<file path="config.mk">
export PLATFORM = sky130hd
export DESIGN_NAME = dmpc_pin_ctrl
export DESIGN_NICKNAME = d
export VERILOG_FILES = /design/src/shared/dmpc_pkg.sv /design/src/verilog/dmpc_pin_ctrl.sv
export SDC_FILE = /design/constraint.sdc
export NUM_CORES = 1
export LEC_CHECK = 0
export ABC_AREA = 1
export BUFFER_PORTS_ARGS = -buffer_cell sky130_fd_sc_hd__clkbuf_2
export CORE_MARGIN = 4
export CORE_UTILIZATION = 30
export CTS_BUF_LIST = sky130_fd_sc_hd__clkbuf_16
export DETAILED_ROUTE_END_ITERATION = 6
export HOLD_SLACK_MARGIN = 0.15
export SKIP_LAST_GASP = 1
export SLEW_MARGIN = 20
export SYNTH_ARGS = -nofsm -noshare
export SYNTH_HDL_FRONTEND = slang
export SYNTH_SLANG_ARGS = --single-unit
</file>
<file path="constraint.sdc">
create_clock -name core_clk_i -period 1.76 [get_ports core_clk_i]
set_input_delay 0.352 -clock core_clk_i [delete_from_list [all_inputs] [get_ports core_clk_i]]
set_output_delay 0.352 -clock core_clk_i [all_outputs]
set_load 0.05 [all_outputs]
</file>
<file path="src/shared/dmpc_pkg.sv">
// Package of constants and types for the DRAM memory pin control block
//
// Summary of operation
// RQ1: Drive 11-bit multiplexed DRAM address bus directly.
// RQ2: Eight column strobes per bank and byte lane.
// RQ3: Four row strobes, addressed bank asserted.
// RQ4: Write strobe low during on-board memory writes.
// RQ5: Direction low on reads, high on writes; ROM writes keep it low.
// RQ6: Two active-low parity error inputs, low/high byte.
// RQ7: ROM output enable asserted during ROM reads.
// RQ8: ROM enable pin is power-up strap; low means 8-bit.
// RQ9: Non-maskable interrupt on parity error or channel check.
// RQ10: Sample strap in reset, drive pin after release; the strap is latched on the third clock after reset release.
package dmpc_pkg;
    // ------------------------------------------------------------
    // Widths and reset values
    // ------------------------------------------------------------
    localparam int DMPC_ADDR_W = 11;
    localparam int DMPC_BANKS = 4;
    localparam int DMPC_LANES = 2;
    localparam logic [10:0] DMPC_ADDR_RST = 11'h000;
    localparam logic [3:0] DMPC_RAS_IDLE = 4'hf;
    localparam logic [7:0] DMPC_CAS_IDLE = 8'hff;
    localparam logic DMPC_WIDTH_RST = 1'h0;

    // Access sequence states, Gray coded along idle-row-col-done
    typedef enum logic [1:0] {
        DMPC_IDLE = 2'b00,
        DMPC_ROW = 2'b01,
        DMPC_COL = 2'b11,
        DMPC_DONE = 2'b10
    } dmpc_state_t;
endpackage

</file>
<file path="src/verilog/dmpc_pin_ctrl.sv">
// Memory-side pin control: DRAM strobes, address mux, ROM enable, parity NMI
`timescale 1ns/1ps
module dmpc_pin_ctrl
    import dmpc_pkg::*;
(
    input wire logic core_clk_i,
    input wire logic resetn_i,
    input wire logic req_i,
    input wire logic req_rom_i,
    input wire logic req_write_i,
    input wire logic [1:0] req_bank_i,
    input wire logic [1:0] req_lane_en_i,
    input wire logic [10:0] req_row_i,
    input wire logic [10:0] req_col_i,
    input wire logic parity_err_low_byte_n_i,
    input wire logic parity_err_high_byte_n_i,
    input wire logic io_channel_check_i,
    input wire logic rom_output_enable_n_i,
    output logic rom_output_enable_n_o,
    output logic rom_output_enable_n_oe_o,
    output logic rom_8bit_o,
    output logic busy_o,
    output logic [10:0] dram_addr_bus_o,
    output logic [3:0] row_strobe_bank_n_o,
    output logic [7:0] col_strobe_n_o,
    output logic dram_write_strobe_n_o,
    output logic mem_data_direction_o,
    output logic cpu_nonmaskable_irq_o
);
    // ------------------------------------------------------------
    // State record
    // ------------------------------------------------------------
    typedef struct packed {
        dmpc_state_t st;
        logic rom;
        logic wr;
        logic [1:0] bank;
        logic [1:0] lanes;
        logic [10:0] col;
        logic [10:0] addr;
        logic [3:0] ras_n;
        logic [7:0] cas_n;
        logic we_n;
        logic dir;
        logic romoe_n;
        logic romoe_oe;
        logic rom8;
        logic strap_done;
        logic [1:0] parity_s1;
        logic [1:0] parity_s2;
        logic [1:0] chk_s;
        logic [1:0] strap_s;
        // Marks which synchroniser stages already hold a real pin sample
        logic [1:0] strap_v;
        logic nmi;
        logic busy;
    } dmpc_reg_t;

    dmpc_reg_t r;
    dmpc_reg_t next_r;

    // ------------------------------------------------------------
    // Next-state logic
    // ------------------------------------------------------------
    always_comb begin
        next_r = r;
        // Pin inputs pass two flops before use
        next_r.parity_s1 = {parity_err_high_byte_n_i, parity_err_low_byte_n_i}; // RQ6
        next_r.parity_s2 = r.parity_s1;
        next_r.chk_s = {r.chk_s[0], io_channel_check_i};
        next_r.strap_s = {r.strap_s[0], rom_output_enable_n_i};
        next_r.strap_v = {r.strap_v[0], 1'b1};
        // NMI follows either parity byte or channel check
        next_r.nmi = (~r.parity_s2[0]) | (~r.parity_s2[1]) | r.chk_s[1]; // RQ9
        // Latch strap once, only after a real pin sample reached stage two;
        // the reset value of the synchroniser would otherwise be latched
        if (!r.strap_done && r.strap_v[1]) begin
            next_r.rom8 = ~r.strap_s[1]; // RQ8
            next_r.strap_done = 1'b1; // RQ10
            next_r.romoe_oe = 1'b1; // RQ10
        end
        unique case (r.st)
            DMPC_IDLE: begin
                if (req_i && r.strap_done) begin
                    next_r.rom = req_rom_i;
                    next_r.wr = req_write_i;
                    next_r.bank = req_bank_i;
                    next_r.lanes = req_lane_en_i;
                    next_r.col = req_col_i;
                    next_r.st = DMPC_ROW;
                    if (req_rom_i) begin
                        next_r.romoe_n = req_write_i; // RQ7
                        next_r.dir = 1'b0;
                    end else begin
                        next_r.addr = req_row_i; // RQ1
                        next_r.ras_n = ~(4'h1 << req_bank_i); // RQ3
                        next_r.dir = req_write_i; // RQ5
                    end
                end
            end
            DMPC_ROW: begin
                // Row held one cycle before column phase for address setup
                next_r.st = DMPC_COL;
                if (!r.rom) begin
                    next_r.addr = r.col; // RQ1
                    next_r.we_n = ~r.wr; // RQ4
                end
            end
            DMPC_COL: begin
                next_r.st = DMPC_DONE;
                if (!r.rom) begin
                    for (int b = 0; b < DMPC_BANKS; b++) begin
                        for (int l = 0; l < DMPC_LANES; l++) begin
                            next_r.cas_n[b*DMPC_LANES+l] =
                                ~((r.bank == b[1:0]) && r.lanes[l]); // RQ2
                        end
                    end
                end
            end
            DMPC_DONE: begin
                next_r.st = DMPC_IDLE;
                next_r.ras_n = DMPC_RAS_IDLE;
                next_r.cas_n = DMPC_CAS_IDLE;
                next_r.we_n = 1'b1;
                next_r.romoe_n = 1'b1;
                next_r.dir = 1'b0;
            end
        endcase
        // Busy is registered so the pin-side outputs all leave flops
        next_r.busy = (next_r.st != DMPC_IDLE) | ~next_r.strap_done;
    end

    // ------------------------------------------------------------
    // State register
    // ------------------------------------------------------------
    always_ff @(posedge core_clk_i or negedge resetn_i) begin
        if (!resetn_i) begin
            r <= '{st: DMPC_IDLE, rom: 1'b0, wr: 1'b0, bank: 2'h0, lanes: 2'h0,
                   col: DMPC_ADDR_RST, addr: DMPC_ADDR_RST, ras_n: DMPC_RAS_IDLE,
                   cas_n: DMPC_CAS_IDLE, we_n: 1'b1, dir: 1'b0, romoe_n: 1'b1,
                   romoe_oe: 1'b0, rom8: DMPC_WIDTH_RST, strap_done: 1'b0,
                   parity_s1: 2'h3, parity_s2: 2'h3, chk_s: 2'h0, strap_s: 2'h3,
                   strap_v: 2'h0, nmi: 1'b0, busy: 1'b1};
        end else begin
            r <= next_r;
        end
    end

    // Outputs all straight from flops
    assign rom_output_enable_n_o = r.romoe_n;
    assign rom_output_enable_n_oe_o = r.romoe_oe;
    assign rom_8bit_o = r.rom8;
    assign busy_o = r.busy;
    assign dram_addr_bus_o = r.addr;
    assign row_strobe_bank_n_o = r.ras_n;
    assign col_strobe_n_o = r.cas_n;
    assign dram_write_strobe_n_o = r.we_n;
    assign mem_data_direction_o = r.dir;
    assign cpu_nonmaskable_irq_o = r.nmi;
endmodule

</file>
==> metrics, run 1 <==
status=finished clean; # clock sinks=60; Setup-failing EPs final=0; unrepaired setup endpoints after global routing=false; Nets=around 400; critical hold path startpoint=req_col_i[5]; clock latency on the worst-skew pair=roughly 320 ps; pwr/cell area=around 2000 nW/um^2; R2R setup slack=250 ps; GRT Total Usage=0.1159; Final Hold Fails=0; Yosys reg bits=60; I/O Buffers=64; Detailed Place HPWL=around 4000 um; Chip Height=102.5 um; hold path cells=3; Post-DP Area=between 2000 and 3000 um^2; Final WS setup=between 200 and 300 ps; Synth area leader=dfrtp_1; Setup WS pre-CTS=257.4 ps; Clock Pin Slew Worst Setup and Hold Paths=roughly 50 ps; Synth top area share=0.3640; number of synthesized flops with an enable pin=0; CTS tree=done; R2R Path End=dram_addr_bus_o[9]; Syn Area/Cell=around 8.5 um^2; Clock H-tree levels=3; total CTS buffers=9; Synth-to-Final Area Change=23.75%; Tcrit/Tclk final=0.8558; DR vias/cell=4.220; RePlAce Congestion=0.7733; vias in the first global route=1940; Slew Viols, Final=0; Hold Path Sink=r[46]; r2r startpoint=r[58]; grt ovf=0; Antenna Cells=0; Hold Crit Class=primary input to register; Vias=2030; worst path required time=~2000 ps; Fillers=873; Total Power=about 6.6 mW; Max Freq=approximately 660 MHz; Critical Path Source Type=register; R2R depth=6; share of cells above drive strength 1=0.3056; Setup crit start=r[58]; Post-Syn Area=about 2700 um^2; WP data arrival=around 1700 ps; WHS=roughly 230 ps; Finished Layout Cells=between 400 and 500; clk root buf=clkbuf_16; largest net degree at the start of global routing=61; net count after synthesis=around 350; min Tclk post-route=about 1500 ps; Synth async-reset ratio=1.000; most numerous cell in the Yosys netlist=nand2_1; initial DRC count=61; Clock Skew=around 3.5 ps; top cells by count, synth=119 x nand2_1, 39 x dfrtp_1, 28 x nor2_1; final core utilization=0.3805; peak supply drop=806.7 uV; Bufs on Longest Clock Path=2; first-pass GRT wire length=around 9400 um; Worst Setup End Kind=register; die area=approximately 11000 um^2; I/O pins=between 60 and 70; Post-Route WL=about 5600 um; DR pass1 iterations=4; top cells by area, synth=dfrtp_1 36%, dfstp_2 21%, nand2_1 17%, buf_4 7.6%, nor2_1 3.9%; core area=8721 um^2; routed length per instance=around 12 um; synth unique cells=19; placed cell count=460; FP Rows=34; headroom to the max-slew limit=0.5752; CP Class=register to register; worst-path fanout max=11; maxcap violations=0; post-synthesis cell count=about 320; Worst Tran Pin Value=~640 ps; Layout Cell Area excl Fill=between 3000 and 4000 um^2; ANT nets after route=0; setup TNS=0 ps; antenna violations before repair=0; Seq/Total Area, Yosys=0.5698; die width=102.5 um; Starting Density=0.3075; Static Leakage=roughly 1.8 nW; Residual DRC=0; number of warnings issued by yosys=0; top_reg_cell synth=dfrtp_1
## worst max path at each step
stage	end	slack [ps]	cells past startpoint
final	dram_addr_bus_o[9]	250	6
after global routing	dram_addr_bus_o[9]	50	6
after CTS	dram_addr_bus_o[8]	240	6
after detailed placement	dram_addr_bus_o[8]	260	6
after global placement	dram_addr_bus_o[6]	340	6
after floorplan	dram_addr_bus_o[1]	560	7
## layout make-up
type	count	area [um^2]	share of cell area
tap	108	135.1	0.04072
sequential	60	1528	0.4604
clock inverter	7	91.34	0.02753
timing repair buffer	74	420.4	0.1267
multi-input combinational	195	813.3	0.2451
clock buffer	9	225.2	0.06787
inverter	28	105.1	0.03167
## power breakdown
| part | switching (mW) | leakage [nW] | internal, mW |
|---|---|---|---|
| clock | 0.595 | 0.145 | 1.23 |
| sequential | 0.279 | 0.701 | 1.97 |
| combinational | 1.94 | 0.938 | 0.636 |
## critical path, stage by stage (launching register included)
cell and delay (ps):
dfrtp_1 470, nor2_2 170, nand2_1 200, nand2_1 140, nand2_1 230, nand2_1 130, nand2_1 60
## registers in the layout, summed over array words and instances, names as in the netlist
signal and flops:
rom_8bit_o 1, busy_o 1, r 25, row_strobe_bank_n_o 4, mem_data_direction_o 1, dram_addr_bus_o 11
cpu_nonmaskable_irq_o 1, col_strobe_n_o 8, next_r 5, rom_output_enable_n_oe_o 1, rom_output_enable_n_o 1, dram_write_strobe_n_o 1
## layer usage
metal  part of all wire  track usage  vias to the layer above
li1                   -            -                     1056
met1               0.45       0.1505                      924
met2               0.49       0.1763                       46
met3              0.051      0.04465                        4
met4              0.011      0.04238                        0
met5                  0            0                        -
## placed cells by master (no fill, tap or decap), types with 2 or more instances in the layout
master         instances
clkbuf_2              64
inv_2                  3
nor2_1                28
a31oi_1                8
clkbuf_16              9
nand2_2                3
dlygate4sd3_1          5
clkinvlp_4             3
nand2_1              119
buf_4                  4
bufinv_16              2
dfstp_2               21
inv_1                 25
dfrtp_1               39
o21ai_0               11
nand3_1               20
## kinds of logic (layout without fill, tap and decap cells)
kind of cell           Yosys count  after routing  synth area share
AOI/OAI and AO/OA               21             21           0.04433
DFF                             60             60            0.5698
buffers and inverters           62            118            0.1269
other                            1              1          0.001399
and+or+nand+nor                173            173            0.2576
## what timing repair did
action / CTS / global route
hold buffers: 5 / 0
gates resized for setup: 0 / 0
endpoints found under the setup margin: 0 / 0
setup buffers: 0 / 0
hold endpoints to repair: 43 / 0
(Power assumes the default switching activity.)
==> run 2, diff against run 1 <==
Settings changed: RECOVER_POWER set to 100.
==> run 2 against run 1 <==
Net effect:
- clock skew about the same
- sequential power about the same
- critical endpoint is now dram_addr_bus_o[5]
- global-route usage unchanged
- largest power group unchanged
- final area decreased by 1.2%
- hold slack got worse by 2.4 ps
- critical path type is now register to output pin
- register-to-register slack improved by 20 ps
- largest cell class unchanged
- combinational power decreased by 2%
==> metrics, run 2 (synthesized netlist as in run 1, its figures left out) <==
Residual DRC=0 (unchanged); CTS tree=done; Clock Pin Slew Worst Setup and Hold Paths=50 ps (about the same); Critical Path Source Type=register; I/O pins=65 (unchanged); Detailed Place HPWL=4113 um (unchanged); Worst Setup End Kind=output pin; family with the most delay on the worst path=buffers and inverters; initial DRC count=72 (+18%); most common cell after layout, fill and taps aside=nand2_1; I/O Buffers=64 (unchanged); Setup Buffers After CTS=0 (unchanged); routed length per instance=11.79 um (+1.0%); die area=10510 um^2 (unchanged); Clock Skew=2.994 ps (-0.4614 ps); CP Cell Sequence=clkbuf_1; Clock H-tree levels=3 (unchanged); Max Freq=654.5 MHz (-1.4%); Chip Height=102.5 um (unchanged); Final Hold Fails=0 (unchanged); Post-Route WL=5671 um (+1.0%); pwr/cell area=2011 nW/um^2 (+0.36%); setup TNS=0 ps (unchanged); largest net degree at the start of global routing=61 (unchanged); max reg flops=25 (unchanged); Antenna Cells=0 (unchanged); ANT nets after route=0 (unchanged); clk root buf=clkbuf_16; Static Leakage=1.729 nW (-3.1%); total CTS buffers=9 (unchanged); vias in the first global route=1940 (unchanged); Most flops, register=r; die width=102.5 um (unchanged); DR vias/cell=4.225 (about the same); Worst Tran Pin Value=791.7 ps (+154.5 ps); Buf/Inv on CP=1 (+1); first-pass GRT wire length=9356 um (unchanged); headroom to the max-slew limit=0.4722 (-0.1030); worst path required time=1410 ps (-560 ps); antenna violations before repair=0 (unchanged); maxcap violations=0 (unchanged); Nets=403 (unchanged); Setup-failing EPs final=0 (unchanged); Synth-to-Final Area Change=22.31%; WP data arrival=1180 ps (-540 ps); Hold Crit Class=primary input to register; Tcrit/Tclk final=0.8682 (+0.01234); most frequent cells in the layout=121 x nand2_1, 50 x clkbuf_2, 39 x dfrtp_1; Slew Viols, Final=0 (unchanged); RePlAce Congestion=0.7733 (unchanged); grt ovf=0 (unchanged); Starting Density=0.3075 (unchanged); Bufs on Longest Clock Path=2 (unchanged); GRT Total Usage=0.1159 (unchanged); core area=8721 um^2 (unchanged); Post-DP Area=2952 um^2 (unchanged); Critical-path top delay cell=clkbuf_1; # clock sinks=60 (unchanged); Vias=2032 (+0.099%); CP Class=register to output pin; status=finished clean; Critical Path Max Stage Delay=480 ps (about the same); final core utilization=0.3760 (-0.004448); min Tclk post-route=1528 ps (+21.72 ps); worst-path fanout max=2 (-9); peak supply drop=807.5 uV (about the same); DR pass1 iterations=5 (+1); FP Rows=34 (unchanged); unrepaired setup endpoints after global routing=false; WHS=229.6 ps (-2.447 ps); Layout Cell Area excl Fill=3279 um^2 (-1.2%); clock latency on the worst-skew pair=320 ps (about the same); share of cells above drive strength 1=0.2440 (-0.06166)
==> run 2: cell count changes in the layout (fill, tap and decap cells not counted), sizes merged <==
cell | before | now
buf | 5 | 3
clkbuf | 73 | 75
==> run 2: final cells by class <==
cell class	count	area, um^2
clock buffer	9	225.2
clock inverter	7	91.34
tap	108	135.1
inverter	28	105.1
multi-input combinational	195	808.3
fill	886	5441
timing repair buffer	74	386.6
sequential	60	1528
==> run 2: through the flow <==
step	setup slack (ps)	power [mW]	std cells
after floorplan	555.9	4.571	317
after global placement	335.3	4.840	460
after detailed placement	257.4	4.874	460
after CTS	238.3	6.751	481
after global routing	71.52	7.060	481
final	232.1	6.595	481
==> run 2: where the power goes <==
part | internal [mW] | switching (mW)
registers | 1.96 | 0.281
logic | 0.595 | 1.94
clock network | 1.23 | 0.596
total | 3.78 | 2.81
==> run 2: worst paths after layout <==
| check | depth (start not counted) | end | start | slack (ps) |
|---|---|---|---|---|
| worst max register to register | 7 | dram_addr_bus_o[8] | r[58] | 270 |
| min in group asynchronous | 3 | dram_addr_bus_o[10] | resetn_i | 770 |
| worst min-delay path | 3 | r[46] | req_col_i[5] | 230 |
| max in group asynchronous | 3 | rom_8bit_o | resetn_i | 460 |
| worst min register to register | 0 | r[7] | next_r[7] | 350 |
| worst max-delay path | 1 | dram_addr_bus_o[5] | dram_addr_bus_o[5] | 230 |
==> run 2: metal layers <==
layer | GRT usage | routed length (um) | vias to the layer above
met5 | 0 | 0 | -
met4 | 0.04238 | 59 | 0
met3 | 0.04465 | 285 | 4
met2 | 0.1763 | 2802 | 48
met1 | 0.1505 | 2524 | 925
li1 | - | - | 1055
==> run 2: what timing repair did <==
action,4_1_cts,5_1_grt
gates resized for setup,0,0
hold endpoints to repair,43,0
hold buffers,5,0
==> run 3, diff against run 2 <==
--- a/config.mk
+++ b/config.mk
@@ -14,4 +14,5 @@
 export HOLD_SLACK_MARGIN = 0.15
 export RECOVER_POWER = 100
+export REMOVE_ABC_BUFFERS = 1
 export SKIP_LAST_GASP = 1
 export SLEW_MARGIN = 20
==> constraint.sdc (replaced) <==
create_clock -name core_clk_i -period 1.76 [get_ports core_clk_i]
set_input_delay 0.352 -clock core_clk_i [delete_from_list [all_inputs] [get_ports core_clk_i]]
set_output_delay 0.352 -clock core_clk_i [all_outputs]
set_load 0.02 [all_outputs]
==> run 3 against run 2 <==
Net effect:
- setup slack worse by 36 ps
- critical endpoint is now dram_addr_bus_o[2]
- via count up 0.54%
- clock power up 8%
- hold slack better by 6.2 ps
- clock-buffer cell count unchanged
- register-to-register slack worse by 70 ps
- global-route usage up 0.45 points
- sequential power about the same
==> metrics, run 3 (synthesized netlist as in run 1, its figures left out) <==
Clock H-tree levels=3 (unchanged); DR WL met2=2585 um (-7.7%); largest net degree at the start of global routing=61 (unchanged); Critical Path Source Type=register; clk root buf=clkbuf_16; Detailed Place HPWL=4192 um (+1.9%); Slew Viols, Final=0 (unchanged); die width=102.5 um (unchanged); DR pass1 iterations=4 (-1); Tcrit/Tclk final=0.8886 (+0.02046); Residual DRC=0 (unchanged); Clock Pin Slew Worst Setup and Hold Paths=50 ps (about the same); uppermost layer routed=met4; Setup Buffers After CTS=0 (unchanged); Post-Route WL=5720 um (+0.86%); DR vias/cell=4.239 (+0.33%); I/O Buffers=64 (unchanged); clock latency on the worst-skew pair=320 ps (about the same); grt ovf=0 (unchanged); Max Freq=639.4 MHz (-2.3%); placed cell count=461 (+0.22%); maxcap violations=0 (unchanged); share of cells above drive strength 1=0.2193 (-0.02472); pwr/cell area=1871 nW/um^2 (-7.0%); Critical Path Max Stage Delay=390 ps (-90 ps); family with the most delay on the worst path=simple AND/OR/NAND/NOR gates; Worst Tran Pin Value=783.7 ps (-8.060 ps); Setup WS pre-CTS=198.0 ps (-59.40 ps); max reg flops=25 (unchanged); worst-path fanout max=13 (+11); Setup-failing EPs final=0 (unchanged); CP Cell Sequence=inv_1, nand2_1, nand2_1, nand2_1, nand2_1, nand2_1; GRT Total Usage=0.1204 (+0.004488); min Tclk post-route=1564 ps (+36.01 ps); WP data arrival=1760 ps (+580 ps); total CTS buffers=9 (unchanged); Bufs on Longest Clock Path=2 (unchanged); core area=8721 um^2 (unchanged); WHS=235.8 ps (+6.200 ps); most common cell after layout, fill and taps aside=nand2_1; Critical-path top delay cell=dfrtp_1; CTS tree=done; Final WS setup=196.0 ps (-36.01 ps); Vias=2043 (+0.54%); status=finished clean; unrepaired setup endpoints after global routing=false; # clock sinks=60 (unchanged); worst path required time=1960 ps (+550 ps); most frequent cells in the layout=121 x nand2_1, 39 x dfrtp_1, 35 x clkbuf_2; Hold Crit Class=primary input to register; Nets=404 (+0.25%); Final Hold Fails=0 (unchanged); routed length per instance=11.87 um (+0.65%); Most flops, register=r; FP Rows=34 (unchanged); Static Leakage=1.710 nW (-1.1%); Synth-to-Final Area Change=22.63%; Worst Setup End Kind=register; Buf/Inv on CP=1 (unchanged); wl on met1=2764 um (+9.5%); setup TNS=0 ps (unchanged); headroom to the max-slew limit=0.4775 (+0.005373); Antenna Cells=0 (unchanged); Starting Density=0.3075 (unchanged); CP Class=register to register; most used cell, CP=nand2_1; initial DRC count=109 (+51%); I/O pins=65 (unchanged); Finished Layout Cells=482 (+0.21%); RePlAce Congestion=0.7427 (-4.0%); met3 routed WL=289 um (+1.4%); peak supply drop=913.7 uV (+13%); first-pass GRT wire length=9839 um (+5.2%); die area=10510 um^2 (unchanged); Chip Height=102.5 um (unchanged); antenna violations before repair=0 (unchanged); vias in the first global route=2086 (+7.5%); Fillers=885 (-0.11%); Clock Skew=6.639 ps (+3.645 ps); ANT nets after route=0 (unchanged); post-cts resize count=0 (unchanged)
==> run 3: per-stage QoR <==
| stage | utilization | total power, mW | cell area, um^2 |
|---|---|---|---|
| after floorplan | - | 3.584 | 2446 |
| after global placement | 0.3393 | 4.290 | 2959 |
| after detailed placement | 0.3393 | 4.334 | 2959 |
| after CTS | 0.3841 | 6.345 | 3349 |
| after global routing | 0.3770 | 6.638 | 3288 |
| final | 0.3770 | 6.151 | 3288 |
==> run 3: worst paths after layout <==
| check | from | endpoint | slack [ps] | cells after the start |
|---|---|---|---|---|
| setup reg to reg | r[59] | dram_addr_bus_o[2] | 200 | 6 |
| setup / recovery | r[59] | dram_addr_bus_o[2] | 200 | 6 |
| max in group asynchronous | resetn_i | next_r[7] | 480 | 3 |
| min in group asynchronous | resetn_i | rom_8bit_o | 750 | 3 |
| hold / removal | req_col_i[6] | r[47] | 240 | 3 |
| hold reg to reg | next_r[3] | r[3] | 350 | 0 |
==> run 3: final cells by class <==
class	count	area, um^2	area share
sequential	60	1528	0.4646
multi-input combinational	195	808.3	0.2458
timing repair buffer	75	371.6	0.1130
clock buffer	9	225.2	0.06849
tap	108	135.1	0.04110
clock inverter	7	115.1	0.03501
inverter	28	105.1	0.03196
==> run 3: worst register-to-register path, cell delays in order, from the launching register on <==
cell	delay, ps
dfrtp_1	390
inv_1	130
nand2_1	290
nand2_1	190
nand2_1	250
nand2_1	140
nand2_1	50
==> run 3: layer usage <==
layer  track usage  up-vias
met5             0        -
met2        0.1807       46
met1        0.1605      937
met3       0.03721        6
met4       0.05247        0
li1              -     1054
==> run 3: power breakdown <==
group	internal, mW	leakage (nW)	total (mW)	switching (mW)
Sequential	1.97	0.701	2.25	0.274
Combinational	0.559	0.845	1.94	1.38
Clock	1.38	0.163	1.96	0.584
==> run 3: timing repair <==
item | in CTS | in global routing
setup endpoints to repair | 0 | 0
hold buffers | 5 | 0
hold endpoints to repair | 43 | 0
